`src/inc/fsw_pkg.sv`:
```
package fsw_pkg;
	// window counter width: enough for the dropout limit
	localparam int          FSW_CNT_W        = 8;
	localparam logic [7:0]  FSW_CNT_ZERO     = 8'h00;
	localparam logic [7:0]  FSW_CNT_ONE      = 8'h01;
	// window limits in timebase clocks, hysteresis picks one of each pair
	localparam logic [7:0]  FSW_LOW_FAIL     = 8'h4f;
	localparam logic [7:0]  FSW_LOW_GOOD     = 8'h50;
	localparam logic [7:0]  FSW_HIGH_FAIL    = 8'ha9;
	localparam logic [7:0]  FSW_HIGH_GOOD    = 8'haa;
	localparam logic [7:0]  FSW_DROPOUT      = 8'hfa;
	// fault counter saturation range
	localparam logic [1:0]  FSW_UD_MIN       = 2'h0;
	localparam logic [1:0]  FSW_UD_MAX       = 2'h3;
	localparam logic [1:0]  FSW_UD_STEP      = 2'h1;
	// timebase period and supply debounce / reset delay
	localparam int          FSW_CLK_NS       = 100;
	localparam int          FSW_DEB_NS       = 1000;
	localparam int          FSW_RDLY_NS      = 10000;
	localparam int          FSW_DEB_CYC      = (FSW_DEB_NS + FSW_CLK_NS - 1)
		/ FSW_CLK_NS;
	localparam int          FSW_RDLY_CYC     = (FSW_RDLY_NS + FSW_CLK_NS - 1)
		/ FSW_CLK_NS;
	localparam logic [7:0]  FSW_DEB_LIM      = 8'(FSW_DEB_CYC);
	localparam logic [7:0]  FSW_RDLY_LIM     = 8'(FSW_RDLY_CYC);

	typedef enum logic [1:0]
	{
		FSW_SUP_OK,
		FSW_SUP_DEB,
		FSW_SUP_DELAY
	} fsw_sup_t;
endpackage : fsw_pkg

```
`src/inc/fsw_wd_if.sv`:
```
// watchdog state handed from the window core to the output stage
interface fsw_wd_if;
	logic wd_rst;
	logic trig_evt;
	logic window_good;

	modport core
	(
		input  wd_rst,
		input  trig_evt,
		output window_good
	);
	modport ctl
	(
		output wd_rst,
		output trig_evt,
		input  window_good
	);
endinterface : fsw_wd_if

```
`src/core/fsw_sync.sv`:
```
// two-stage synchroniser followed by rising-edge detector
module fsw_sync
(
	input  wire logic ref_clk,
	input  wire logic rst_b,
	input  wire logic din,
	output logic      level,
	output logic      rise
);
	logic meta_q;
	logic sync_q;
	logic last_q;

	// first stage is read only by the second
	always_ff @(posedge ref_clk or negedge rst_b)
	begin
		if (!rst_b)
		begin
			meta_q <= 1'b0;
			sync_q <= 1'b0;
			last_q <= 1'b0;
		end
		else
		begin
			meta_q <= din;
			sync_q <= meta_q;
			last_q <= sync_q;
		end
	end

	assign level = sync_q;
	assign rise  = sync_q & ~last_q;
endmodule : fsw_sync

```
`src/core/fsw_window.sv`:
```
// window timing counter, saturating up/down counter and good flag
module fsw_window
	import fsw_pkg::*;
(
	input  wire logic ref_clk,
	input  wire logic rst_b,
	fsw_wd_if.core    wd
);
	logic [7:0] tmr_q;
	logic [7:0] tmr_d;
	logic [1:0] ud_q;
	logic [1:0] ud_d;
	logic       good_q;
	logic       good_d;
	logic [7:0] lim_lo;
	logic [7:0] lim_hi;
	logic       in_win;
	logic       dropout;

	// hysteresis mux: good flag widens the window by one clock at each end
	assign lim_lo  = good_q ? FSW_LOW_FAIL : FSW_LOW_GOOD;
	assign lim_hi  = good_q ? FSW_HIGH_GOOD : FSW_HIGH_FAIL;
	assign in_win  = (tmr_q >= lim_lo) && (tmr_q <= lim_hi);
	assign dropout = (tmr_q >= FSW_DROPOUT);

	// timer stops at dropout so it cannot wrap into the window; restart at
	// one because the event edge is the first clock of the new interval
	assign tmr_d = wd.trig_evt ? FSW_CNT_ONE
		: (dropout ? tmr_q : tmr_q + FSW_CNT_ONE);

	always_comb
	begin
		ud_d   = ud_q;
		good_d = good_q;
		if (dropout)
		begin
			ud_d   = FSW_UD_MIN;
			good_d = 1'b0;
		end
		else if (wd.trig_evt)
		begin
			if (in_win && ud_q != FSW_UD_MAX)
				ud_d = ud_q + FSW_UD_STEP;
			else if (!in_win && ud_q != FSW_UD_MIN)
				ud_d = ud_q - FSW_UD_STEP;
			if (ud_d == FSW_UD_MAX)
				good_d = 1'b1;
			else if (ud_d == FSW_UD_MIN)
				good_d = 1'b0;
		end
	end

	// synchronous watchdog reset covers supply and timebase faults
	always_ff @(posedge ref_clk or negedge rst_b)
	begin
		if (!rst_b)
		begin
			tmr_q  <= FSW_CNT_ZERO;
			ud_q   <= FSW_UD_MIN;
			good_q <= 1'b0;
		end
		else if (wd.wd_rst)
		begin
			tmr_q  <= FSW_CNT_ZERO;
			ud_q   <= FSW_UD_MIN;
			good_q <= 1'b0;
		end
		else
		begin
			tmr_q  <= tmr_d;
			ud_q   <= ud_d;
			good_q <= good_d;
		end
	end

	assign wd.window_good = good_q;
endmodule : fsw_window

```
`src/core/fsw_top.sv`:
```
// What this block does
// - relay on when requested and healthy
// - fet gate on when requested and healthy
// - supply fault asserts resets, drops enables, drivers
// - trigger rise restarts timer at one, clocks fault counter
// - fault counter saturates 0..3, up good, down bad
// - counter at three sets window good
// - counter back to zero clears window good
// - 250 clocks without trigger resets counter, flag
// - window 80..169 good, outside fast or slow
// - 250 clocks or more is a dropout
// - good flag shifts window limits by one
// - timebase fault resets counter, clears good
// - power-on or voltage fault resets watchdog
// - start at count zero, fault status
// - bad trigger drops drivers, enables, not resets
// - short supply glitch ignored, long restarts delay
module fsw_top
	import fsw_pkg::*;
(
	input  wire logic ref_clk,
	input  wire logic rst_b,
	input  wire logic trigger_in,
	input  wire logic relay_request_in,
	input  wire logic fet_request_in,
	input  wire logic vcc_fault_in,
	input  wire logic v33_fault_in,
	input  wire logic timebase_fault,
	output logic      relay_drive_out,
	output logic      fet_gate_out,
	output logic      reset_out_active_high,
	output logic      reset_out_active_low,
	output logic      enable_out_active_high,
	output logic      enable_out_active_low,
	output logic      window_good
);
	fsw_wd_if wd ();

	logic       trig_rise;
	logic       relay_req;
	logic       fet_req;
	logic       vfault;
	logic       osc_fault;
	logic       vcc_f;
	logic       v33_f;
	fsw_sup_t   sup_q;
	fsw_sup_t   sup_d;
	logic [7:0] deb_q;
	logic [7:0] deb_d;
	logic [7:0] deb_inc;
	logic       deb_done;
	logic       dly_done;
	logic       sup_rst;
	logic       wd_bad;
	logic       rel_d;
	logic       fet_d;
	logic       en_d;
	logic       rel_q;
	logic       fet_q;
	logic       en_q;
	logic       en_n_q;
	logic       res_q;
	logic       res_n_q;
	logic       good_q;

	// one step of the shared supervisor counter
	function automatic logic [7:0] fsw_step(input logic [7:0] v);
		return v + FSW_CNT_ONE;
	endfunction : fsw_step

	// every pin input except rst_b is synchronised before use
	fsw_sync u_trig
	(
		.ref_clk (ref_clk),
		.rst_b   (rst_b),
		.din     (trigger_in),
		.level   (),
		.rise    (trig_rise)
	);
	fsw_sync u_rel
	(
		.ref_clk (ref_clk),
		.rst_b   (rst_b),
		.din     (relay_request_in),
		.level   (relay_req),
		.rise    ()
	);
	fsw_sync u_fet
	(
		.ref_clk (ref_clk),
		.rst_b   (rst_b),
		.din     (fet_request_in),
		.level   (fet_req),
		.rise    ()
	);
	fsw_sync u_vcc
	(
		.ref_clk (ref_clk),
		.rst_b   (rst_b),
		.din     (vcc_fault_in),
		.level   (vcc_f),
		.rise    ()
	);
	fsw_sync u_v33
	(
		.ref_clk (ref_clk),
		.rst_b   (rst_b),
		.din     (v33_fault_in),
		.level   (v33_f),
		.rise    ()
	);
	fsw_sync u_osc
	(
		.ref_clk (ref_clk),
		.rst_b   (rst_b),
		.din     (timebase_fault),
		.level   (osc_fault),
		.rise    ()
	);

	// counter decode shared by the debounce and the reset delay states;
	// the limits are ceilings, so a slower timebase only lengthens them
	assign deb_inc  = fsw_step(deb_q);
	assign deb_done = (deb_inc >= FSW_DEB_LIM);
	assign dly_done = (deb_inc >= FSW_RDLY_LIM);

	// either supply wrong counts as one fault
	assign vfault = vcc_f | v33_f;

	// supply supervisor: debounce, then reset delay restarted by new pulse
	always_comb
	begin
		sup_d = sup_q;
		deb_d = deb_q;
		case (sup_q)
			FSW_SUP_OK:
			begin
				deb_d = FSW_CNT_ZERO;
				if (vfault)
					sup_d = FSW_SUP_DEB;
			end
			FSW_SUP_DEB:
			begin
				if (!vfault)
					sup_d = FSW_SUP_OK;
				else if (deb_done)
				begin
					sup_d = FSW_SUP_DELAY;
					deb_d = FSW_CNT_ZERO;
				end
				else
					deb_d = deb_inc;
			end
			// any fault level in the delay restarts it, so the total
			// reset time can exceed one delay
			FSW_SUP_DELAY:
			begin
				if (vfault)
					deb_d = FSW_CNT_ZERO;
				else if (dly_done)
					sup_d = FSW_SUP_OK;
				else
					deb_d = deb_inc;
			end
			default:
			begin
				sup_d = FSW_SUP_DELAY;
				deb_d = FSW_CNT_ZERO;
			end
		endcase
	end

	// power-on starts in the reset delay, so resets assert first
	always_ff @(posedge ref_clk or negedge rst_b)
	begin
		if (!rst_b)
		begin
			sup_q <= FSW_SUP_DELAY;
		end
		else
		begin
			sup_q <= sup_d;
		end
	end

	// debounce and delay share one counter; the state says which it is
	always_ff @(posedge ref_clk or negedge rst_b)
	begin
		if (!rst_b)
		begin
			deb_q <= FSW_CNT_ZERO;
		end
		else
		begin
			deb_q <= deb_d;
		end
	end

	assign sup_rst   = (sup_q == FSW_SUP_DELAY);
	assign wd.wd_rst = sup_rst | osc_fault;
	assign wd.trig_evt = trig_rise;

	fsw_window u_win
	(
		.ref_clk (ref_clk),
		.rst_b   (rst_b),
		.wd      (wd)
	);

	// truth table: drivers need request, good supply and good trigger
	assign wd_bad = ~wd.window_good;
	assign en_d   = ~sup_rst & wd.window_good;
	assign rel_d  = relay_req & ~sup_rst & ~wd_bad;
	assign fet_d  = fet_req & ~sup_rst & ~wd_bad;

	// every pin has its own flop, so no output glitches through a gate;
	// a bad trigger alone drops the drivers but never the resets
	// relay driver flop
	always_ff @(posedge ref_clk or negedge rst_b)
	begin
		if (!rst_b)
		begin
			rel_q <= 1'b0;
		end
		else
		begin
			rel_q <= rel_d;
		end
	end

	// fet gate flop
	always_ff @(posedge ref_clk or negedge rst_b)
	begin
		if (!rst_b)
		begin
			fet_q <= 1'b0;
		end
		else
		begin
			fet_q <= fet_d;
		end
	end

	// active-high enable flop
	always_ff @(posedge ref_clk or negedge rst_b)
	begin
		if (!rst_b)
		begin
			en_q <= 1'b0;
		end
		else
		begin
			en_q <= en_d;
		end
	end

	// active-low enable flop, disabled level is high
	always_ff @(posedge ref_clk or negedge rst_b)
	begin
		if (!rst_b)
		begin
			en_n_q <= 1'b1;
		end
		else
		begin
			en_n_q <= ~en_d;
		end
	end

	// active-high reset flop, asserted through power-on
	always_ff @(posedge ref_clk or negedge rst_b)
	begin
		if (!rst_b)
		begin
			res_q <= 1'b1;
		end
		else
		begin
			res_q <= sup_rst;
		end
	end

	// active-low reset flop, mirrors the one above
	always_ff @(posedge ref_clk or negedge rst_b)
	begin
		if (!rst_b)
		begin
			res_n_q <= 1'b0;
		end
		else
		begin
			res_n_q <= ~sup_rst;
		end
	end

	// window good copy, aligned with the driver flops
	always_ff @(posedge ref_clk or negedge rst_b)
	begin
		if (!rst_b)
		begin
			good_q <= 1'b0;
		end
		else
		begin
			good_q <= wd.window_good;
		end
	end

	assign relay_drive_out        = rel_q;
	assign fet_gate_out           = fet_q;
	assign enable_out_active_high = en_q;
	assign enable_out_active_low  = en_n_q;
	assign reset_out_active_high  = res_q;
	assign reset_out_active_low   = res_n_q;
	assign window_good            = good_q;
endmodule : fsw_top

```
`config.mk`:
```
export PLATFORM = sky130hd
export DESIGN_NAME = fsw_top
export DESIGN_NICKNAME = d
export VERILOG_FILES = /design/src/inc/fsw_pkg.sv /design/src/inc/fsw_wd_if.sv /design/src/core/fsw_sync.sv /design/src/core/fsw_window.sv /design/src/core/fsw_top.sv
export SDC_FILE = /design/constraint.sdc
export NUM_CORES = 1
export LEC_CHECK = 0
export BUFFER_PORTS_ARGS = -buffer_cell sky130_fd_sc_hd__buf_2
export CORE_ASPECT_RATIO = 0.75
export CORE_MARGIN = 2
export CORE_UTILIZATION = 30
export CTS_BUF_LIST = sky130_fd_sc_hd__clkbuf_4 sky130_fd_sc_hd__clkbuf_8
export DETAILED_ROUTE_END_ITERATION = 10
export GPL_ROUTABILITY_DRIVEN = 0
export PLACE_DENSITY = 0.55
export SLEW_MARGIN = 20
export SYNTH_ARGS = -nofsm -noshare
export SYNTH_HDL_FRONTEND = slang
export SYNTH_SLANG_ARGS = --single-unit
```
`constraint.sdc`:
```
create_clock -name ref_clk -period 5.9 [get_ports ref_clk]
set_input_delay 0.295 -clock ref_clk [delete_from_list [all_inputs] [get_ports ref_clk]]
set_output_delay 0.295 -clock ref_clk [all_outputs]
set_load 0.05 [all_outputs]
```
==> flow_metrics.env, run 1 <==
export IMPL_die_h_um=77.9
export IMPL_finalPower_mw=0.721
export IMPL_cpPeakStageDelay_ps=470
export IMPL_ys_top_cells_by_area="dfrtp_1, ha_1, dfstp_2"
export IMPL_cts_max_level=2
export IMPL_powerDensity_mw_per_mm2=296
export IMPL_insertion_delay_ps=290
export IMPL_syn_avg_cell_area_sq_um=10.5
export IMPL_drc=0
export IMPL_syn2layout_area_growth_pct=11.7
export IMPL_path_delay_family="compound AO/OA/AOI/OAI gates"
export IMPL_die_w_um=103
export IMPL_tightest_slew_ps=876
export IMPL_wirelength_um=3960
export IMPL_overflow=0
export IMPL_synth_top_flop_cell="dfrtp_1"
export IMPL_crit_fanout=7
export IMPL_hp_class="in -> reg"
export IMPL_cts_tree="built"
export IMPL_dp_slack_ps=3210
export IMPL_cp_cell_sequence="inv_1 -> ha_1 -> nor2b_1 -> o211ai_1 -> a21oi_1 -> o21bai_1 -> mux2i_1 -> xnor2_1 -> ha_1 -> nor2_1 -> nand2_1 -> a21oi_1"
export IMPL_status="finished clean"
export IMPL_clk_pin_slew_ps=90
export IMPL_clock_path_buffers=2
export IMPL_fin_crit_ps=2680
export IMPL_vias_per_cell=4.73
export IMPL_fillCellCount=694
export IMPL_synth_common_cells="dfrtp_1, ha_1, a21oi_1, inv_1, nor2_1"
export IMPL_drt_iter0_drc=46
export IMPL_drive_gt1_share_pct=15.5
export IMPL_critPathSlowestCell="dfrtp_1"
export IMPL_grt_antenna_before_repair=0
export IMPL_fin_area_sq_mm=0.00244
export IMPL_yosys_area_top_type="dfrtp_1"
export IMPL_vias=1534
export IMPL_timing_fmax_ghz=0.372
export IMPL_critPathLaunchType="flop"
export IMPL_place_area_sq_mm=0.00235
export IMPL_std_cell_rows=26
export IMPL_drv_slew=0
export IMPL_grt_pass1_wl_um=6800
export IMPL_layout_worst_path_cycle_share_pct=45.5
export IMPL_tns_ps=0
export IMPL_io_buffers=14
export IMPL_dieArea_sq_mm=0.00798
export IMPL_synth_seq_area_share_pct=47.2
export IMPL_postSynthCellCount=208
export IMPL_ctsHoldBuffers=0
export IMPL_yosysTopAreaCellShare_pct=43.6
export IMPL_grt_max_degree=42
export IMPL_setup_ws_ps=3220
export IMPL_clock_sinks=41
export IMPL_critPathCaptureType="flop"
export IMPL_rsz0062_at_grt="false"
export IMPL_io_pin_count=15
export IMPL_synth_edf_count=0
export IMPL_synth_area_sq_mm=0.00218
export IMPL_skew_ps=6.88
export IMPL_final_hold_viol_count=0
export IMPL_syn_nets=235
export IMPL_required_ps=6120
export IMPL_cp_arrival_ps=2910
export IMPL_critPathBufInv=1
export IMPL_slew_headroom_pct=41.6
export IMPL_cts_root_buf="clkbuf_8"
export IMPL_cts_setup_buffers=0
export IMPL_grt_pass1_vias=1403
export IMPL_yosysMostFrequentCell="dfrtp_1"
export IMPL_first_pass_iters=4
export IMPL_setup_viol=0
export IMPL_synth_seq_cells=41
export IMPL_yosysWarnings=0
export IMPL_async_flop_share_pct=100
export IMPL_diodes=0
export IMPL_total_leakage_power_nw=1.05
export IMPL_irDropWorstVdd_v=0.000134
export IMPL_nets=252
export IMPL_path_class="reg -> reg"
export IMPL_initial_core_util_pct=31.5
export IMPL_antenna_left=0
export IMPL_drt_wirelength_per_cell_um=12.2
export IMPL_ys_types=48
export IMPL_track_usage_pct=10.8
export IMPL_dp_hpwl_um=2900
export IMPL_core_sq_mm=0.00693
export IMPL_numCtsBuffers=5
export IMPL_ctsResizeCount=0
export IMPL_maxCapViolCount=0
metrics by stage:
stage / hold WS (ps) / instances / util (%)
floorplan: -0.591 / 208 / -
global placement: 333 / 316 / 33.9
detailed placement: 335 / 316 / 33.9
CTS: 86.8 / 324 / 35.2
global route: 77.1 / 324 / 35.2
finish: 97.3 / 324 / 35.2
final cells by class:
type                       instances  area [sq um]  share of cell area, %
multi-input combinational        148          1070                   43.9
clock inverter                     3          21.3                  0.872
timing repair buffer              14          70.1                   2.87
clock buffer                       5          68.8                   2.82
sequential                        41          1030                   42.2
inverter                          15          56.3                   2.31
tap                               98           123                   5.03
worst reg2reg max path, delay by kind of cell (launching register included):
| kind | cells | cell delay [ps] |
|---|---|---|
| AOI/OAI and AO/OA | 4 | 610 |
| adders and majority gates | 2 | 590 |
| xor gates and xnor gates | 1 | 150 |
| DFF | 1 | 470 |
| buffers and inverters | 1 | 170 |
| and+or+nand+nor | 3 | 300 |
| muxes | 1 | 310 |
per-layer routing:
metal / share of wire [%] / GRT usage, % / wire length, um / vias up
met4: 0.91 / 3.60 / 36 / 0
met5: 0 / 0 / 0 / -
met1: 55 / 17.1 / 2190 / 736
met3: 4.6 / 3.06 / 184 / 4
li1: - / - / - / 763
met2: 39 / 13.7 / 1550 / 31
final timing paths:
path                                                   from                               end  slack, ps  cells past startpoint
hold reg to reg                      u_vcc.meta_q$_DFF_PN0_             u_vcc.level$_DFF_PN0_        350                      0
setup reg to reg           u_win.wd.window_good$_DFFE_PN0P_  u_win.wd.window_good$_DFFE_PN0P_       3220                     12
max in group asynchronous                             rst_b              sup_q[0]$_DFFE_PN0P_       5240                      1
min in group asynchronous                             rst_b        u_win.tmr_q[6]$_DFFE_PN0P_        120                      1
hold / removal                                 vcc_fault_in            u_vcc.meta_q$_DFF_PN0_        100                      1
setup / recovery           u_win.wd.window_good$_DFFE_PN0P_  u_win.wd.window_good$_DFFE_PN0P_       3220                     12
where the power goes:
group | internal, mW | switching, mW | total, mW
clock | 0.0840 | 0.104 | 0.188
combinational | 0.0808 | 0.122 | 0.203
sequential | 0.310 | 0.0206 | 0.331
cells by family (layout without fill, tap and decap cells):
logic type	Yosys count	after routing	synth area share (%)
buffers and inverters	19	37	3.84
flip-flops	41	41	47.2
multiplexers	6	6	3.04
AND/OR/NAND/NOR	67	67	15.9
AO/OA/AOI/OAI	49	49	16.3
XOR/XNOR	7	7	2.81
adder cells (fa/ha/maj)	19	19	10.9
state kept, by name, summed over array words and instances (netlist names), 2 cells and up:
signal,count
u_win.tmr_q,8
sup_q,2
u_win.ud_q,2
deb_q,8
cell usage in the layout (no fill, tap or decap), drive strengths merged, types with 2 or more instances in the layout:
cell / n
a211oi: 3
a21boi: 2
a21oi: 16
and2: 5
and3: 6
buf: 14
clkbuf: 5
dfrtp: 38
dfstp: 3
ha: 19
inv: 16
mux2: 2
mux2i: 4
nand2: 13
nand2b: 6
nand3: 11
nand4: 3
nor2: 15
nor2b: 2
o211ai: 2
o21ai: 8
o22ai: 4
o31ai: 3
o32ai: 2
or2: 3
xnor2: 4
xor2: 3
Note: power is estimated with default switching activity, not from simulation.
==> inputs of run 2 (changes only) <==
--- a/config.mk
+++ b/config.mk
@@ -12,7 +12,7 @@
 export CTS_BUF_LIST = sky130_fd_sc_hd__clkbuf_4 sky130_fd_sc_hd__clkbuf_8
 export DETAILED_ROUTE_END_ITERATION = 10
 export GPL_ROUTABILITY_DRIVEN = 0
-export PLACE_DENSITY = 0.55
+export PLACE_DENSITY = 0.57
 export SLEW_MARGIN = 20
 export SYNTH_ARGS = -nofsm -noshare
 export SYNTH_HDL_FRONTEND = slang
==> constraint.sdc (replaced) <==
create_clock -name ref_clk -period 2.1 [get_ports ref_clk]
set_input_delay 0.105 -clock ref_clk [delete_from_list [all_inputs] [get_ports ref_clk]]
set_output_delay 0.105 -clock ref_clk [all_outputs]
set_load 0.05 [all_outputs]
==> run 2 against run 1 <==
Compared with the run above:
- the flow now finishes with violations (negative setup slack)
- combinational power grew to 4.2 times the previous value
- sequential share of layout area is 7.0 points lower
- global-route usage is 1.2 points higher
- die area stayed put
- design area is 20% higher
- clock skew is 2.4 ps higher
- fmax is 19% higher
- via count is 5.7% higher
- register-to-register slack worse by 3400 ps
- hold slack better by 250 ps
- largest power group unchanged
==> flow_metrics.env, run 2 (synthesis results as in run 1) <==
export IMPL_violations="negative setup slack"
export IMPL_final_common_cell="dfrtp_1"
export IMPL_critPathSlowestCell="dfrtp_1"
export IMPL_drc=0
export IMPL_hp_class="reg -> reg"
export IMPL_overflow=0
export IMPL_skew_ps=9.25
export IMPL_wirelength_um=4430
export IMPL_core_sq_mm=0.00693
export IMPL_grt_pass1_wl_um=7420
export IMPL_insertion_delay_ps=280
export IMPL_slew_headroom_pct=52.4
export IMPL_final_hold_viol_count=0
export IMPL_dp_hpwl_um=3230
export IMPL_first_pass_iters=4
export IMPL_fin_crit_ps=2260
export IMPL_rsz0062_at_grt="true"
export IMPL_cpPeakStageDelay_ps=390
export IMPL_largestRegisters="deb_q (8), u_win.tmr_q (8)"
export IMPL_maxCapViolCount=0
export IMPL_cp_arrival_ps=2480
export IMPL_cts_max_level=2
export IMPL_vias=1622
export IMPL_drt_wirelength_per_cell_um=12.0
export IMPL_clk_pin_slew_ps=80
export IMPL_cp_common_cell="a21oi_1"
export IMPL_fillCellCount=676
export IMPL_setup_ws_ps=-159
export IMPL_vias_per_cell=4.41
export IMPL_timing_fmax_ghz=0.443
export IMPL_drive_gt1_share_pct=35.6
export IMPL_clock_path_buffers=2
export IMPL_critPathCaptureType="flop"
export IMPL_diodes=0
export IMPL_status="complete, but fails checks"
export IMPL_initial_core_util_pct=31.5
export IMPL_fin_cells=368
export IMPL_std_cell_rows=26
export IMPL_setup_viol=9
export IMPL_die_w_um=103
export IMPL_die_h_um=77.9
export IMPL_fin_area_sq_mm=0.00293
export IMPL_nets=296
export IMPL_track_usage_pct=12.0
export IMPL_place_inst=353
export IMPL_layout_common_cells="dfrtp_1, buf_4, ha_1"
export IMPL_critPathLaunchType="flop"
export IMPL_irDropWorstVdd_v=0.000436
export IMPL_numCtsBuffers=5
export IMPL_grt_antenna_before_repair=0
export IMPL_drv_slew=0
export IMPL_grt_pass1_vias=1519
export IMPL_total_leakage_power_nw=1.31
export IMPL_cts_tree="built"
export IMPL_path_class="reg -> reg"
export IMPL_cts_root_buf="clkbuf_8"
export IMPL_dieArea_sq_mm=0.00798
export IMPL_grt_max_degree=31
export IMPL_tightest_slew_ps=714
export IMPL_crit_fanout=4
export IMPL_antenna_left=0
export IMPL_io_buffers=14
export IMPL_place_area_sq_mm=0.00266
export IMPL_drt_iter0_drc=61
export IMPL_tns_ps=-547
export IMPL_syn2layout_area_growth_pct=34.0
export IMPL_clock_sinks=41
export IMPL_required_ps=2320
export IMPL_io_pin_count=15
export IMPL_cp_cell_sequence="inv_2 -> ha_4 -> nor2b_1 -> o211ai_1 -> a21oi_1 -> o21bai_2 -> mux2i_1 -> xnor2_1 -> ha_1 -> nor2_1 -> nand2_1 -> a21oi_1"
export IMPL_layout_worst_path_cycle_share_pct=108
export IMPL_powerDensity_mw_per_mm2=778
==> run 2: per-layer routing <==
layer	share of wire (%)	wire, um	global-route usage, %	vias to the layer above
li1	-	-	-	853
met2	41	1820	15.6	19
met4	0.66	29	3.20	0
met1	55	2450	19.1	748
met5	0	0	0	-
met3	3.0	132	3.15	2
==> run 2: repair_timing <==
item	in CTS	in global routing
gates resized for setup	17	13
hold buffers	7	0
pin swaps	6	6
buffers inserted	1	1
setup endpoints to repair	10	11
endpoints found under the hold margin	32	0
==> run 2: per-stage QoR <==
stage	total power, mW	utilization [%]	setup WS [ps]	hold WS, ps
after floorplan	1.41	-	-108	-191
after global placement	1.67	38.4	-167	205
after detailed placement	1.68	38.4	-228	209
after CTS	2.27	41.7	-162	354
after global routing	2.44	42.2	-313	356
final	2.28	42.2	-159	351
==> run 2: worst max-delay path, delay by kind of cell, from the launching register on <==
kind / cells / cell delay, ps
buffers and inverters: 1 / 100
adders and majority gates: 2 / 480
xor gates and xnor gates: 1 / 160
muxes: 1 / 280
AOI/OAI and AO/OA: 4 / 510
DFF: 1 / 390
and+or+nand+nor: 3 / 270
==> run 2: where the power goes <==
group | internal (mW) | switching, mW
clock | 0.259 | 0.252
combinational | 0.405 | 0.441
sequential | 0.873 | 0.0483
==> run 2: final cells by class <==
class | count | area, sq um | area share [%]
clock buffers | 7 | 83.8 | 2.86
multi-input cells | 148 | 1190 | 40.7
flip-flops and latches | 41 | 1030 | 35.3
repair buffers | 58 | 437 | 14.9
inverters | 15 | 56.3 | 1.92
well taps | 98 | 123 | 4.19
clock inverters | 1 | 5.00 | 0.171
==> run 2: path summary, 6_finish.rpt <==
| kind | to | startpoint | slack [ps] | cells past startpoint |
|---|---|---|---|---|
| max | u_win.wd.window_good$_DFFE_PN0P_ | u_win.wd.window_good$_DFFE_PN0P_ | -160 | 12 |
| min | u_trig.level$_DFF_PN0_ | u_trig.meta_q$_DFF_PN0_ | 350 | 0 |
| max reg2reg | u_win.wd.window_good$_DFFE_PN0P_ | u_win.wd.window_good$_DFFE_PN0P_ | -160 | 12 |
| min reg2reg | u_trig.level$_DFF_PN0_ | u_trig.meta_q$_DFF_PN0_ | 350 | 0 |
| max in group asynchronous | u_fet.level$_DFF_PN0_ | rst_b | 1070 | 3 |
| min in group asynchronous | deb_q[3]$_DFFE_PN0P_ | rst_b | 400 | 2 |
==> inputs of run 3 (changes only) <==
--- a/config.mk
+++ b/config.mk
@@ -9,7 +9,7 @@
 export CORE_ASPECT_RATIO = 0.75
 export CORE_MARGIN = 2
 export CORE_UTILIZATION = 30
-export CTS_BUF_LIST = sky130_fd_sc_hd__clkbuf_4 sky130_fd_sc_hd__clkbuf_8
+export CTS_BUF_LIST = sky130_fd_sc_hd__clkbuf_16
 export DETAILED_ROUTE_END_ITERATION = 10
 export GPL_ROUTABILITY_DRIVEN = 0
 export PLACE_DENSITY = 0.57
==> run 3 against run 2 <==
Compared with the run above:
- the run still ends with negative setup slack left
- die area unchanged
- clock skew down 1.2 ps
- clock power up 41%
- register-to-register slack worse by 20 ps
- via count grew 3.0%
- design area up 3.7%
- sequential power is 0.4% higher
- cell count up 0.54%
- highest routed layer unchanged
==> flow_metrics.env, run 3 (synthesis results as in run 1) <==
export IMPL_place_inst=353
export IMPL_crit_fanout=4
export IMPL_p_clk_share_pct=28.6
export IMPL_powerDensity_mw_per_mm2=830
export IMPL_violations="negative setup slack"
export IMPL_finalPower_mw=2.52
export IMPL_fin_util_pct=43.8
export IMPL_fin_area_sq_mm=0.00303
export IMPL_grt_max_degree=31
export IMPL_die_h_um=77.9
export IMPL_total_leakage_power_nw=1.35
export IMPL_internal_power_mw=1.72
export IMPL_wirelength_um=4570
export IMPL_critPathLaunchType="flop"
export IMPL_setup_ws_ps=-184
export IMPL_p_comb_share_pct=34.7
export IMPL_skew_ps=8.00
export IMPL_swShare_pct=31.5
export IMPL_layout_worst_path_cycle_share_pct=109
export IMPL_timing_fmax_ghz=0.438
export IMPL_rsz0062_at_grt="true"
export IMPL_grt_pass1_vias=1514
export IMPL_cts_root_buf="clkbuf_16"
export IMPL_tns_ps=-562
export IMPL_dp_hpwl_um=3230
export IMPL_io_buffers=14
export IMPL_initial_core_util_pct=31.5
export IMPL_largestRegisters="deb_q (8), u_win.tmr_q (8)"
export IMPL_final_common_cell="dfrtp_1"
export IMPL_drt_wirelength_per_cell_um=12.4
export IMPL_overflow=0
export IMPL_track_usage_pct=12.0
export IMPL_grt_antenna_before_repair=0
export IMPL_grt_pass1_wl_um=7380
export IMPL_status="complete, but fails checks"
export IMPL_io_pin_count=15
export IMPL_first_pass_iters=4
export IMPL_irDropWorstVdd_v=0.000373
export IMPL_switchingPower_mw=0.793
export IMPL_drc=0
export IMPL_clock_sinks=41
export IMPL_cts_tree="built"
export IMPL_drive_gt1_share_pct=37.9
export IMPL_setup_viol=7
export IMPL_std_cell_rows=26
export IMPL_slew_headroom_pct=52.6
export IMPL_layout_common_cells="dfrtp_1, buf_4, ha_1"
export IMPL_maxCapViolCount=0
export IMPL_path_class="reg -> reg"
export IMPL_vias=1670
export IMPL_vias_per_cell=4.51
export IMPL_diodes=0
export IMPL_drv_slew=0
export IMPL_place_area_sq_mm=0.00266
export IMPL_die_w_um=103
export IMPL_final_hold_viol_count=0
export IMPL_insertion_delay_ps=280
export IMPL_fin_crit_ps=2280
export IMPL_dieArea_sq_mm=0.00798
export IMPL_numCtsBuffers=5
export IMPL_required_ps=2310
export IMPL_clk_pin_slew_ps=60
export IMPL_nets=298
export IMPL_core_sq_mm=0.00693
export IMPL_clock_path_buffers=2
export IMPL_fin_cells=370
export IMPL_hp_class="reg -> reg"
export IMPL_cp_arrival_ps=2500
export IMPL_critPathCaptureType="flop"
export IMPL_antenna_left=0
export IMPL_tightest_slew_ps=710
export IMPL_seqPwrFrac_pct=36.7
export IMPL_syn2layout_area_growth_pct=39.0
export IMPL_fillCellCount=657
export IMPL_cts_max_level=2
export IMPL_drt_iter0_drc=45
## run 3: power groups by stage
stage	Combinational, mW	Sequential, mW	Clock, mW
2_1_floorplan	0.414	1.00	0
3_3_place_gp	0.732	0.936	0
3_5_place_dp	0.743	0.935	0
4_1_cts	0.806	0.923	0.746
5_1_grt	0.954	0.933	0.781
6_report	0.873	0.925	0.719
## run 3: metrics by stage
| step | hold WS [ps] | setup WS, ps |
|---|---|---|
| final | 347 | -184 |
| after global routing | 350 | -323 |
| after CTS | 349 | -158 |
| after detailed placement | 209 | -228 |
| after global placement | 205 | -167 |
| after floorplan | -191 | -108 |
## run 3: worst max-delay path, stage by stage (launching register included)
cell       delay [ps]
dfrtp_1           380
inv_2             120
buf_4             120
ha_1              210
o2111ai_1         200
a21oi_1            60
o21bai_4          180
buf_4             140
a31o_2            240
ha_1              290
nor2_1             90
nand2_1            60
a21oi_1           110
## run 3: routing by layer
layer,wire length [um],share of wire [%],GRT usage (%),vias to the layer above
li1,-,-,-,860
met1,2470,54,19.0,775
met2,1870,41,15.2,29
met3,166,3.6,3.15,6
met4,74,1.6,4.00,0
met5,0,0,0,-
## run 3: final cells by class
type                    instances  area [sq um]  share of cell area, %
clock buffers                   5           125                   4.12
clock inverters                 3          12.5                  0.412
flip-flops and latches         41          1030                   34.1
well taps                      98           123                   4.04
multi-input cells             148          1230                   40.6
repair buffers                 60           452                   14.9
inverters                      15          56.3                   1.86
## run 3: final timing paths
kind	depth (start not counted)	to	slack [ps]	from
max	12	u_win.wd.window_good$_DFFE_PN0P_	-180	u_win.wd.window_good$_DFFE_PN0P_
min	0	u_trig.level$_DFF_PN0_	350	u_trig.meta_q$_DFF_PN0_
max reg2reg	12	u_win.wd.window_good$_DFFE_PN0P_	-180	u_win.wd.window_good$_DFFE_PN0P_
min reg2reg	0	u_trig.level$_DFF_PN0_	350	u_trig.meta_q$_DFF_PN0_
max in group asynchronous	3	u_osc.meta_q$_DFF_PN0_	1060	rst_b
min in group asynchronous	2	deb_q[3]$_DFFE_PN0P_	410	rst_b
## run 3: timing repair
action | CTS | global route
setup endpoints to repair | 10 | 11
hold buffers | 7 | 0
hold endpoints to repair | 32 | 0
resized for setup | 17 | 23
setup buffers | 1 | 1
pin swaps | 6 | 13
cloned | 0 | 0
